$ cat config.mk
export PLATFORM = sky130hd
export DESIGN_NAME = cpu_instruction_subset_exec
export DESIGN_NICKNAME = d
export VERILOG_FILES = /design/src/verilog/core_subset_pkg.sv /design/src/verilog/cpu_instruction_subset_exec.sv
export SDC_FILE = /design/constraint.sdc
export NUM_CORES = 1
export LEC_CHECK = 0
export ABC_AREA = 1
export BUFFER_PORTS_ARGS = -buffer_cell sky130_fd_sc_hd__buf_4
export CORE_MARGIN = 2
export CORE_UTILIZATION = 47
export DETAILED_ROUTE_END_ITERATION = 6
export PLACE_DENSITY = 0.72
export SLEW_MARGIN = 10
export SYNTH_ARGS = -nofsm -noshare
export SYNTH_HDL_FRONTEND = slang
export SYNTH_SLANG_ARGS = --single-unit
$ cat constraint.sdc
create_clock -name clk_in -period 1.9 [get_ports clk_in]
set_input_delay 0.285 -clock clk_in [delete_from_list [all_inputs] [get_ports clk_in]]
set_output_delay 0.285 -clock clk_in [all_outputs]
set_load 0.05 [all_outputs]
$ cat src/verilog/core_subset_pkg.sv
/*
  Shared constants and carrier types for the instruction subset execution
  unit: opcode patterns, field positions, special file addresses and the
  last quarter-cycle phase. Assumes a 14-bit instruction word and a 7-bit
  file address space with an external data memory.
*/
package core_subset_pkg;

  localparam int INSN_W = 14;
  localparam int ADDR_W = 7;
  localparam int PC_W = 13;
  localparam int DATA_W = 8;

  // Last of the four quarter phases in one instruction cycle.
  localparam logic [1:0] PHASE_LAST = 2'h3;

  // Opcode top bits [13:8] for byte-oriented forms.
  localparam logic [5:0] OP_DEC_SKIP = 6'h0B;
  localparam logic [5:0] OP_INC_SKIP = 6'h0F;
  localparam logic [5:0] OP_OR_FILE = 6'h04;
  localparam logic [5:0] OP_OR_LIT = 6'h38;
  // Branch is identified by bits [13:11].
  localparam logic [2:0] OP_BRANCH = 3'h5;

  // Field positions.
  localparam int DEST_BIT = 7;
  localparam int BRANCH_K_W = 11;
  localparam int LATCH_PAGE_LO = 3;
  localparam int LATCH_PAGE_HI = 4;
  // Prescaler assignment bit in the option register: 1 = watchdog.
  localparam int PRESCALER_TO_WDT_BIT = 3;

  // Special file addresses.
  localparam logic [6:0] ADDR_TIMER_ZERO = 7'h01;
  localparam logic [6:0] ADDR_PORT = 7'h05;

  localparam logic [7:0] W_RESET = 8'h00;
  localparam logic [12:0] PC_RESET = 13'h0000;

  // Result of one executed instruction, for write-back to file memory.
  typedef struct packed {
    logic valid;
    logic [ADDR_W-1:0] addr;
    logic [DATA_W-1:0] data;
  } file_write_t;

endpackage : core_subset_pkg

$ cat src/verilog/cpu_instruction_subset_exec.sv
/*
  Execution unit for a subset of a 14-bit instruction set: decrement or
  increment with skip, unconditional branch, OR with literal and with file.
  Assumes an external file memory with combinational read data for the
  address presented, an external program memory supplying insn_in for the
  current program counter, and the port pin levels synchronised here.
*/
// Notes on behaviour
// - A port register used as its own source reads the pin levels.
// - Writing the timer count clears the prescaler when assigned to it.
// - PC changes and true skips take two cycles, the second a no-op.
// - Decrement-skip subtracts one from file 0..127, flags untouched.
// - A zero decrement result squashes the next instruction.
// - Increment-skip adds one, flags untouched, zero squashes the next.
// - Branch loads PC[10:0] from the immediate, PC[12:11] from latch[4:3].
// - Branch always takes two cycles and alters no flag.
// - OR-literal ORs W with the 8-bit literal into W and updates zero.
// - OR-file ORs W with the file register and updates zero.
// - Destination bit clear sends the result to W, set to the file.
// - An instruction cycle spans four clock periods.
`timescale 1ns/1ps
module cpu_instruction_subset_exec (
  input wire logic clk_in,
  input wire logic rst_b_in,
  input wire logic [13:0] insn_in,
  input wire logic [7:0] file_rdata_in,
  input wire logic [7:0] port_pins_in,
  input wire logic [7:0] program_counter_high_latch_in,
  input wire logic [7:0] option_in,
  output logic [6:0] file_addr_out,
  output core_subset_pkg::file_write_t file_write_out,
  output logic [12:0] pc_out,
  output logic [7:0] w_out,
  output logic zero_flag_out,
  output logic prescaler_clear_out,
  output logic cycle_end_out,
  output logic squash_out
);

  typedef enum logic [1:0] {
    PHASE_Q1 = 2'b00,
    PHASE_Q2 = 2'b01,
    PHASE_Q3 = 2'b10,
    PHASE_Q4 = 2'b11
  } phase_t;

  phase_t phase;
  phase_t next_phase;
  logic [7:0] pins_meta;
  logic [7:0] pins_sync;
  logic squash;
  logic [7:0] src;
  logic [7:0] result;
  logic write_file;
  logic write_w;
  logic sets_zero;
  logic take_two;
  logic is_branch;
  logic [12:0] next_pc;
  logic cycle_end;

  function automatic logic is_byte_op(input logic [13:0] insn,
                                      input logic [5:0] op);
    is_byte_op = (insn[13:8] == op);
  endfunction : is_byte_op

  function automatic logic is_zero(input logic [7:0] value);
    is_zero = (value == 8'h00);
  endfunction : is_zero

  function automatic logic addr_is(input logic [13:0] insn,
                                   input logic [6:0] addr);
    addr_is = (insn[6:0] == addr);
  endfunction : addr_is

  always_comb begin
    unique case (phase)
      PHASE_Q1: next_phase = PHASE_Q2;
      PHASE_Q2: next_phase = PHASE_Q3;
      PHASE_Q3: next_phase = PHASE_Q4;
      PHASE_Q4: next_phase = PHASE_Q1;
    endcase
  end

  always_ff @(posedge clk_in) begin
    if (!rst_b_in) begin
      phase <= PHASE_Q1;
    end else begin
      phase <= next_phase;
    end
  end

  assign cycle_end = (phase == core_subset_pkg::PHASE_LAST);
  assign cycle_end_out = cycle_end;

  // Pin levels pass two flops before the port read may use them.
  always_ff @(posedge clk_in) begin
    if (!rst_b_in) begin
      pins_meta <= 8'h00;
      pins_sync <= 8'h00;
    end else begin
      pins_meta <= port_pins_in;
      pins_sync <= pins_meta;
    end
  end

  // File memory answers combinationally for the operand address.
  assign file_addr_out = insn_in[6:0];

  always_comb begin
    if (addr_is(insn_in, core_subset_pkg::ADDR_PORT)) begin
      src = pins_sync;
    end else begin
      src = file_rdata_in;
    end
  end

  always_comb begin
    result = w_out;
    write_file = 1'b0;
    write_w = 1'b0;
    sets_zero = 1'b0;
    take_two = 1'b0;
    is_branch = 1'b0;
    next_pc = pc_out + 13'h0001;
    if (is_byte_op(insn_in, core_subset_pkg::OP_DEC_SKIP)) begin
      result = src - 8'h01;
      write_file = insn_in[core_subset_pkg::DEST_BIT];
      write_w = !insn_in[core_subset_pkg::DEST_BIT];
      take_two = is_zero(result);
    end else if (is_byte_op(insn_in, core_subset_pkg::OP_INC_SKIP)) begin
      result = src + 8'h01;
      write_file = insn_in[core_subset_pkg::DEST_BIT];
      write_w = !insn_in[core_subset_pkg::DEST_BIT];
      take_two = is_zero(result);
    end else if (is_byte_op(insn_in, core_subset_pkg::OP_OR_FILE)) begin
      result = w_out | src;
      write_file = insn_in[core_subset_pkg::DEST_BIT];
      write_w = !insn_in[core_subset_pkg::DEST_BIT];
      sets_zero = 1'b1;
    end else if (is_byte_op(insn_in, core_subset_pkg::OP_OR_LIT)) begin
      result = w_out | insn_in[7:0];
      write_w = 1'b1;
      sets_zero = 1'b1;
    end else if (insn_in[13:11] == core_subset_pkg::OP_BRANCH) begin
      is_branch = 1'b1;
      next_pc = {program_counter_high_latch_in[
                   core_subset_pkg::LATCH_PAGE_HI:
                   core_subset_pkg::LATCH_PAGE_LO],
                 insn_in[10:0]};
      take_two = 1'b1;
    end
  end

  // A squashed cycle never arms another squash, so skips cannot chain.
  // second cycle executes as a no-op.
  always_ff @(posedge clk_in) begin
    if (!rst_b_in) begin
      squash <= 1'b0;
    end else if (cycle_end) begin
      squash <= !squash && take_two;
    end
  end

  assign squash_out = squash;

  // The counter also steps in a squashed cycle, which is the fetch stall.
  always_ff @(posedge clk_in) begin
    if (!rst_b_in) begin
      pc_out <= core_subset_pkg::PC_RESET;
    end else if (cycle_end) begin
      if (squash || !is_branch) begin
        pc_out <= pc_out + 13'h0001;
      end else begin
        pc_out <= next_pc;
      end
    end
  end

  always_ff @(posedge clk_in) begin
    if (!rst_b_in) begin
      w_out <= core_subset_pkg::W_RESET;
    end else if (cycle_end && !squash && write_w) begin
      w_out <= result;
    end
  end

  always_ff @(posedge clk_in) begin
    if (!rst_b_in) begin
      zero_flag_out <= 1'b0;
    end else if (cycle_end && !squash && sets_zero) begin
      zero_flag_out <= is_zero(result);
    end
  end

  // Write-back and the clear pulse both follow the commit edge.
  always_ff @(posedge clk_in) begin
    if (!rst_b_in) begin
      file_write_out <= '0;
      prescaler_clear_out <= 1'b0;
    end else begin
      file_write_out.valid <= cycle_end && !squash && write_file;
      file_write_out.addr <= insn_in[6:0];
      file_write_out.data <= result;
      prescaler_clear_out <= cycle_end && !squash && write_file &&
        addr_is(insn_in, core_subset_pkg::ADDR_TIMER_ZERO) &&
        !option_in[core_subset_pkg::PRESCALER_TO_WDT_BIT];
    end
  end

endmodule : cpu_instruction_subset_exec

**Word level (Yosys, flattened, before mapping)**

Index checks and enable logic that the tools add are counted.
Widths: inputs -> output; s select.

- Bits of input ports: 48
- Register bits after elaboration: 58
- Word-level logic and storage cells: 71
- Output and inout port bits: 48

- Muxes and demuxes: 29
- Equality and inequality tests: 10
- $add $sub $neg: 3
- Bitwise gates (word level): 2
- Reduce and logical (&&, ||, !) cells: 16

Operator list:

| operator | count |
|---|---|
| $mux 13 | 6 |
| $mux 8 | 5 |
| $logic_not 8->1 | 3 |
| $mux 1 | 17 |
| $or 8x8->8 | 2 |
| $add 13x1->13 const B | 1 |
| $eq 6x4->1 const B | 2 |
| $add 8x1->8 const B | 1 |
| $pmux 2 s4 | 1 |
| $sub 8x1->8 const B | 1 |
| $eq 7x1->1 const B | 1 |
| $eq 7x3->1 const B | 1 |
| $logic_and 1x1->1 | 7 |
| $eq 6x3->1 const B | 1 |
| $eq 6x6->1 const B | 1 |
| $eq 2x2->1 const B | 2 |
| $logic_not 1->1 | 4 |
| $eq 3x3->1 const B | 1 |
| $eq 2x1->1 const B | 1 |
| $logic_not 2->1 | 1 |
| $logic_or 1x1->1 | 1 |

**Depth between registers and ports, before layout**

Gate-level depths: netlist of the first run.

- Word-level depth: 9
- Gate-level depth with buffers: 18
- Gate-level depth less buffers: 18

**Least setup slack after synthesis of the first run**

OpenSTA, ideal clock, no wires.

- Path kind: register to register
- From: register phase[1]
- To: register w_out[3]
- Cell stages (with the launch flop): 11
- Setup slack: -0.204 ns
- Data arrival time: 1.987 ns
- Data required time: 1.783 ns
- Cell sequence: dfxtp_1 -> ha_1 -> clkbuf_1 -> inv_1 -> nor2_1 -> nand3_1 -> nand2_1 -> buf_1 -> nand2_1 -> o211ai_1 -> inv_1

- Longest elaborated chain between the ends: 3

RTL lines:

| item | line | source |
|---|---|---|
| start, declared | cpu_instruction_subset_exec.sv:47 | `phase_t phase;` |
| start signal, assigned | cpu_instruction_subset_exec.sv:89 | `phase <= next_phase;` |
| $eq 2x2->1 | cpu_instruction_subset_exec.sv:93 | `assign cycle_end = (phase == core_subset_pkg::PHASE_LAST);` |
| named net cycle_end_out | cpu_instruction_subset_exec.sv:36 | `output logic cycle_end_out,` |
| $logic_and 1x1->1 (2 in a row) | cpu_instruction_subset_exec.sv:183 | `end else if (cycle_end && !squash && write_w) begin` |
| end signal, assigned | cpu_instruction_subset_exec.sv:182 | `w_out <= core_subset_pkg::W_RESET;` |
| end signal, assigned | cpu_instruction_subset_exec.sv:184 | `w_out <= result;` |
| end, declared | cpu_instruction_subset_exec.sv:33 | `output logic [7:0] w_out,` |

The timed path passes the listed nets, and every way through them passes these cells.
A chain may end at the register's enable or synchronous reset.

**Final worst setup path of the first run**

- From: input insn_in[1]
- To: register zero_flag_out

- Longest elaborated chain between the ends: 7
- Elaborated cells on any way between the ends: 11
- Classes of those cells: add/sub: 2; eq/ne: 1; mux: 5; bitwise: 2; reduce/logical: 1

RTL lines:

| item | line | source |
|---|---|---|
| start, declared | cpu_instruction_subset_exec.sv:25 | `input wire logic [13:0] insn_in,` |
| branches (longest 5 deep; another with $add 8x1->8) | n/a |  |
| $mux 8 (*) | cpu_instruction_subset_exec.sv:126 | `if (is_byte_op(insn_in, core_subset_pkg::OP_DEC_SKIP)) begin` |
| $logic_not 8->1 (*) | cpu_instruction_subset_exec.sv:68 | `is_zero = (value == 8'h00);` |
| end signal, assigned | cpu_instruction_subset_exec.sv:192 | `zero_flag_out <= is_zero(result);` |
| end, declared | cpu_instruction_subset_exec.sv:34 | `output logic zero_flag_out,` |

Every way passes the cells marked *.

==> results of run 1 <==
==> state kept, by name, indices dropped and copies added (netlist names) <==
name,flops
prescaler_clear_out,1
zero_flag_out,1
phase,2
pins_meta,8
squash_out,1
pc_out,13
file_write_out,16
w_out,8
pins_sync,8
==> per-layer routing <==
| metal | part of all wire, % | track usage (%) |
|---|---|---|
| met3 | 4.9 | 4.618 |
| met2 | 50 | 45.66 |
| met1 | 43 | 30.65 |
| met5 | 0 | 0 |
| met4 | 2.1 | 12.67 |
==> through the flow <==
stage / power, mW / cells / hold slack (ps) / cell area [sq um] / worst slack [ps]
2_1_floorplan: 1.735 / 514 / 378.5 / 3361 / 0.8138
3_3_place_gp: 1.976 / 724 / 396.3 / 4373 / -229.2
3_5_place_dp: 1.992 / 724 / 403.4 / 4373 / -291.4
4_1_cts: 3.229 / 739 / 107.1 / 4581 / 22.66
5_1_grt: 3.389 / 747 / 119.4 / 4786 / -68.31
6_report: 3.252 / 747 / 113.8 / 4786 / 55.38
==> worst max path at each step <==
stage               start                  end  slack, ps  depth (start not counted)
6_report       insn_in[1]        zero_flag_out         60                         18
5_1_grt        insn_in[1]        zero_flag_out        -70                         18
4_1_cts          phase[1]  prescaler_clear_out         20                          7
3_5_place_dp   insn_in[1]        zero_flag_out       -290                         17
3_3_place_gp   insn_in[5]        zero_flag_out       -230                         15
2_1_floorplan  insn_in[4]        zero_flag_out        0.8                         17
==> timing repair <==
item                       CTS  global route
resized for setup            0            39
setup endpoints to repair    0            13
setup buffers                0             9
hold endpoints to repair     0             0
==> cell families (layout without fill, tap and decap cells) <==
kind of cell,after synthesis,count (layout)
xor gates and xnor gates,4,4
adders and majority gates,7,7
DFF,58,58
AOI/OAI and AO/OA,65,65
buffers and inverters,108,245
and+or+nand+nor,272,272
==> worst max-delay path, stage by stage <==
cell and delay, ps:
buf_6 100, inv_4 60, nand2_4 50, nor2_4 200
buf_6 140, nand3_4 60, nand2_4 110, inv_4 40
ha_4 200, nor2_2 90, nor2_1 40, nand2_1 80
nand2_1 70, nor2_1 110, nand3_1 100, nor2_2 140
nand3_2 90, a21oi_2 130
==> Yosys cell counts (all sizes together) <==
| library cell | n |
|---|---|
| dfxtp | 58 |
| a21oi | 24 |
| o21a | 1 |
| o21bai | 2 |
| nor4 | 1 |
| ha | 7 |
| o211ai | 12 |
| nor2 | 52 |
| xnor2 | 1 |
| and3 | 1 |
| or2 | 1 |
| xor2 | 3 |
| inv | 84 |
| buf | 12 |
| o21ai | 19 |
| a31oi | 4 |
| nand4 | 5 |
| nand3 | 43 |
| nand2 | 161 |
| nand3b | 5 |
| nor3 | 3 |
| a211oi | 2 |
| clkinv | 1 |
| clkbuf | 11 |
| a2111oi | 1 |
==> power breakdown <==
group / internal (mW) / total (mW) / leakage [nW] / switching (mW)
Sequential: 1.27 / 1.31 / 0.475 / 0.0398
Combinational: 0.271 / 0.694 / 1.93 / 0.423
Clock: 0.729 / 1.25 / 0.0984 / 0.518
Total: 2.27 / 3.25 / 2.51 / 0.980
==> area by class of cell <==
class	count	area [sq um]	share of cell area, %
clock buffer	10	127.6	2.667
clock inverter	5	80.08	1.673
inverter	85	334.1	6.980
multi-input combinational	348	1844	38.54
sequential	58	1165	24.34
tap	96	120.1	2.510
timing repair buffer	145	1115	23.29
==> run_results.csv, run 1 <==
group,metric,value,unit
status,status,"finished, final reports clean",
critical_path,cp-start-kind,"primary input",
finish,n_antenna_cell,0,
clocking,clk_pin_slew,70,ps
timing,fin_tns_setup,0,ps
critical_path,reg2reg_slack,120,ps
synthesis,synth-seq-cells,58,
critical_path,worstPathRequired,2180,ps
timing,layout_min_cycle_time,1845,ps
synthesis,synth_top_family_by_area,"simple AND/OR/NAND/NOR gates",
placement,port_buffers,82,
power_and_ir_drop,ir_drop,0.0003705,V
grt,grt_max_degree,36,
timing,tightest_slew,605.1,ps
die,coreArea,0.006832,sq mm
synthesis,synthSimpleGateAreaFrac,36.20,%
clocking,clk_path_buf_depth,2,
synthesis,ys_seq_area_share,34.89,%
finish,final_util,70.05,%
critical_path,critical_path.max_fanout,5,
grt,antenna_found_initial,0,
synthesis,netlist_instances,514,
synthesis,yosysTopAreaCellShare,34.89,%
clocking,numCtsBuffers,9,
grt,grt_use_total,26.05,%
clocking,tritoncts,"done",
synthesis,synth.area.mux_share,0,%
routing,wirelength,9845,um
critical_path,r2r-start,"pins_sync[0]",
critical_path,timing_worst_setup_path_type,"primary input to flop",
synthesis,netlist_area,0.003328,sq mm
timing,report.final.slew_viol_count,0,
synthesis,synth_compound_area_share,11.65,%
critical_path,reg2reg_depth,13,
routing,avgRoutedWirePerCell,13.18,um
synthesis,synth_top_cell_by_area,"dfxtp_1",
placement,place_congestion,0.9247,
die,die_area,0.007770,sq mm
routing,drc,0,
synthesis,synth_area_leaders,"dfxtp_1 (35%), nand2_1 (16%), inv_1 (8.7%)",
hold_path,hold_path_class,"primary input to flop",
critical_path,cp-end-kind,"flop",
synthesis,ys_types,36,
finish,mostFrequentLayoutCells,"nand2_1 (139), buf_4 (139), inv_1 (75), dfxtp_1 (55), nor2_1 (42)",
power_and_ir_drop,power_density,679.5,mW/mm^2
timing,finalHoldViolCount,0,
clocking,holdBufCountCts,0,
routing,ant_nets,0,
placement,hpwl,7387,um
hold_path,worstHoldEndpoint,"pins_meta[1]",
finish,fill_cells,602,
timing,finClkSkew,7.692,ps
clocking,clk_latency,350,ps
power_and_ir_drop,leakage,2.508,nW
die,num_rows,30,
finish,final_nets,702,
timing,fmax,542.1,MHz
die,die_h,88.15,um
critical_path,arrival,2130,ps
timing,setup_violations,0,
routing,first_pass_iters,4,
hold_path,whs_path_depth,3,
critical_path,reg2reg_to,"zero_flag_out",
synthesis,synth_xor_area_share,1.053,%
clocking,htree_levels,3,
routing,vias_per_cell,4.896,
clocking,cts_sinks,58,
grt,grt.overflow.total,0,
hold_path,hold_path_startpoint,"port_pins_in[1]",
finish,area_growth,43.80,%
timing,rsz0062_at_grt,"yes",
timing,max_slew_margin,59.62,%
synthesis,synthAdderAreaFrac,2.632,%
clocking,cts_root_buf,"clkbuf_8",
die,ios,96,
synthesis,synth_area_per_cell,6.475,sq um
flow_run,maxCapViolCount,0,
finish,drive_gt1_share,32.87,%
die,die_w,88.15,um
routing,dr_total_vias,3657,
routing,first_iter_violations,146,
synthesis,synth.net_count,569,
grt,grt_pass1_wl,15610,um
timing,period_share,97.09,%
grt,grt_pass1_vias,3468,
die,initial_core_util,48.72,%
synthesis,yosys_warnings,0,
Power figures use the tool's default switching activity.
==> run 2, diff against run 1 <==
CORE_UTILIZATION = 50   (was 47)
PLACE_DENSITY = 0.73   (was 0.72)
clock period = 2.2 ns   (was 1.9 ns; I/O delays follow)
==> run_results.csv, run 2 (synthesis results as in run 1) <==
group,metric,value,unit
clocking,cts_setup_buffers,0,
power_and_ir_drop,p_sw,805.5,uW
die,coreArea,0.006386,sq mm
timing,tightest_slew,600.3,ps
grt,globalRouteMet2Util,47.30,%
timing,setup_violations,0,
flow_run,maxCapViolCount,0,
finish,n_antenna_cell,0,
critical_path,cp-start-kind,"primary input",
clocking,clk_latency,340,ps
critical_path,path_buf_inv,3,
grt,antenna_found_initial,0,
hold_path,whs_path_depth,3,
die,initial_core_util,52.12,%
die,die_w,85.59,um
routing,dr_total_vias,3509,
critical_path,reg2reg_to,"pc_out[8]",
hold_path,hold_path_class,"primary input to flop",
power_and_ir_drop,leakage,2.341,nW
timing,setup_slack,208.8,ps
power_and_ir_drop,ir_drop,0.0005129,V
placement,pre_cts_ws,-130.3,ps
timing,rsz0062_at_grt,"yes",
routing,first_iter_violations,163,
critical_path,slowest_delay,270,ps
timing,finalHoldViolCount,0,
clocking,clk_pin_slew,70,ps
critical_path,r2r-start,"pc_out[0]",
routing,drc,0,
clocking,tritoncts,"done",
grt,grt_use_total,26.79,%
finish,drive_gt1_share,27.04,%
critical_path,reg2reg_depth,11,
critical_path,path_depth,17,
hold_path,worstHoldEndpoint,"pins_meta[4]",
placement,dp.cells,686,
grt,use_met1,31.76,%
critical_path,arrival,2270,ps
finish,fill_cells,593,
placement,place_congestion,0.8684,
power_and_ir_drop,total_power,2.672,mW
critical_path,cp_common_cell,"nor2_1",
finish,largestRegisters,"file_write_out: 16 flops, pc_out: 13 flops",
routing,vias_per_cell,4.999,
routing,avgRoutedWirePerCell,13.48,um
routing,wirelength,9460,um
critical_path,cp-end-kind,"flop",
timing,layout_min_cycle_time,1991,ps
power_and_ir_drop,p_comb_share,20.0,%
die,die_area,0.007325,sq mm
clocking,cts_sinks,58,
grt,grtUsageMet3,5.679,%
placement,hpwl,7368,um
grt,grt_max_degree,36,
grt,grt_pass1_wl,15550,um
routing,ant_nets,0,
critical_path,worstPathRequired,2480,ps
die,die_h,85.59,um
clocking,cts_root_buf,"clkbuf_8",
timing,finClkSkew,7.933,ps
critical_path,timing_worst_setup_path_type,"primary input to flop",
timing,fmax,502.2,MHz
clocking,holdBufCountCts,0,
grt,top_usage_layer,"met2",
critical_path,critPathTopFamily,"simple AND/OR/NAND/NOR gates",
power_and_ir_drop,p_int,1.867,mW
routing,first_pass_iters,4,
power_and_ir_drop,power_density,609.5,mW/mm^2
grt,grt.overflow.total,0,
finish,regMostFlops,"file_write_out",
placement,port_buffers,82,
timing,max_slew_margin,59.94,%
clocking,htree_levels,3,
clocking,clk_path_buf_depth,2,
finish,layout_commonest_cell,"nand2_1",
critical_path,reg2reg_slack,330,ps
power_and_ir_drop,pwr-share-clk,37.9,%
finish,final_nets,675,
finish,area_growth,31.73,%
power_and_ir_drop,swShare,30.15,%
die,num_rows,29,
finish,mostFrequentLayoutCells,"nand2_1 (144), buf_4 (118), inv_1 (77), dfxtp_1 (58), nor2_1 (47)",
timing,period_share,90.51,%
clocking,numCtsBuffers,9,
hold_path,hold_path_startpoint,"port_pins_in[4]",
die,ios,96,
critical_path,cp_slowest_cell,"ha_1",
timing,report.final.slew_viol_count,0,
finish,layoutNonFillerInstCount,702,
critical_path,critical_path.max_fanout,4,
grt,grt_pass1_vias,3387,
status,status,"finished, final reports clean",
finish,largest_register_ff_count,16,
power_and_ir_drop,seqPwrFrac,42.1,%
critical_path,crit_chain,"buf_4 > inv_1 > nand2_2 > nor2_4 > nand3_1 > nand2_2 > inv_2 > ha_1 > nor2_1 > nor2_1 > nand2_1 > nand2_1 > nor2_1 > nand3_1 > nor2_1 > nand3_2 > a21oi_2",
-- run 2: cell count changes in the layout (fill, tap and decap cells not counted), sizes merged --
cell / previous run / this run
clkinvlp: 2 / 1
buf: 145 / 118
clkinv: 2 / 4
bufinv: 2 / 1
clkbuf: 10 / 11
-- run 2: power by group through the flow --
stage,Sequential [mW],Clock [mW],Combinational [mW]
after floorplan,1.22,0,0.267
after global placement,1.15,0,0.522
after detailed placement,1.15,0,0.532
after CTS,1.12,1.02,0.535
after global routing,1.13,1.08,0.583
final,1.13,1.01,0.535
-- run 2: cell type report --
class                           instances  area, sq um  area share, %
Multi-Input combinational cell        348         1718          39.18
Sequential cell                        58         1161          26.48
Timing Repair Buffer                  118        885.9          20.21
Inverter                               85        319.1          7.277
Clock buffer                           11        151.4          3.453
Tap cell                               77        96.34          2.197
Clock inverter                          5        52.55          1.199
-- run 2: worst min-delay path, cell delays in order --
cell and delay [ps]:
buf_4 70, nand2_1 40, inv_1 40
-- run 2: repair_timing --
item / CTS / global route
hold endpoints to repair: 0 / 0
setup endpoints to repair: 0 / 2
resized for setup: 0 / 1
-- run 2: how the worst max path moves through the flow --
stage,startpoint,endpoint,slack (ps)
after CTS,insn_in[1],zero_flag_out,210
after global placement,insn_in[1],zero_flag_out,-40
final,insn_in[1],zero_flag_out,210
after floorplan,phase[1],w_out[3],100
after detailed placement,insn_in[1],zero_flag_out,-130
after global routing,insn_in[1],squash_out,-10
-- run 2: layer usage --
layer,up-vias,wire [um]
met4,0,252
met5,-,0
li1,1809,-
met2,108,4761
met1,1568,3922
met3,24,523
-- run 2: through the flow --
stage	utilization (%)	setup TNS, ps	instance area, sq um	hold WS [ps]
6_report	68.65	0	4384	160.6
2_1_floorplan	-	0	3328	390.5
3_3_place_gp	65.42	-73.76	4178	395.4
4_1_cts	68.61	0	4382	158.5
5_1_grt	68.65	-14.43	4384	165.6
3_5_place_dp	65.42	-271.3	4178	406.2
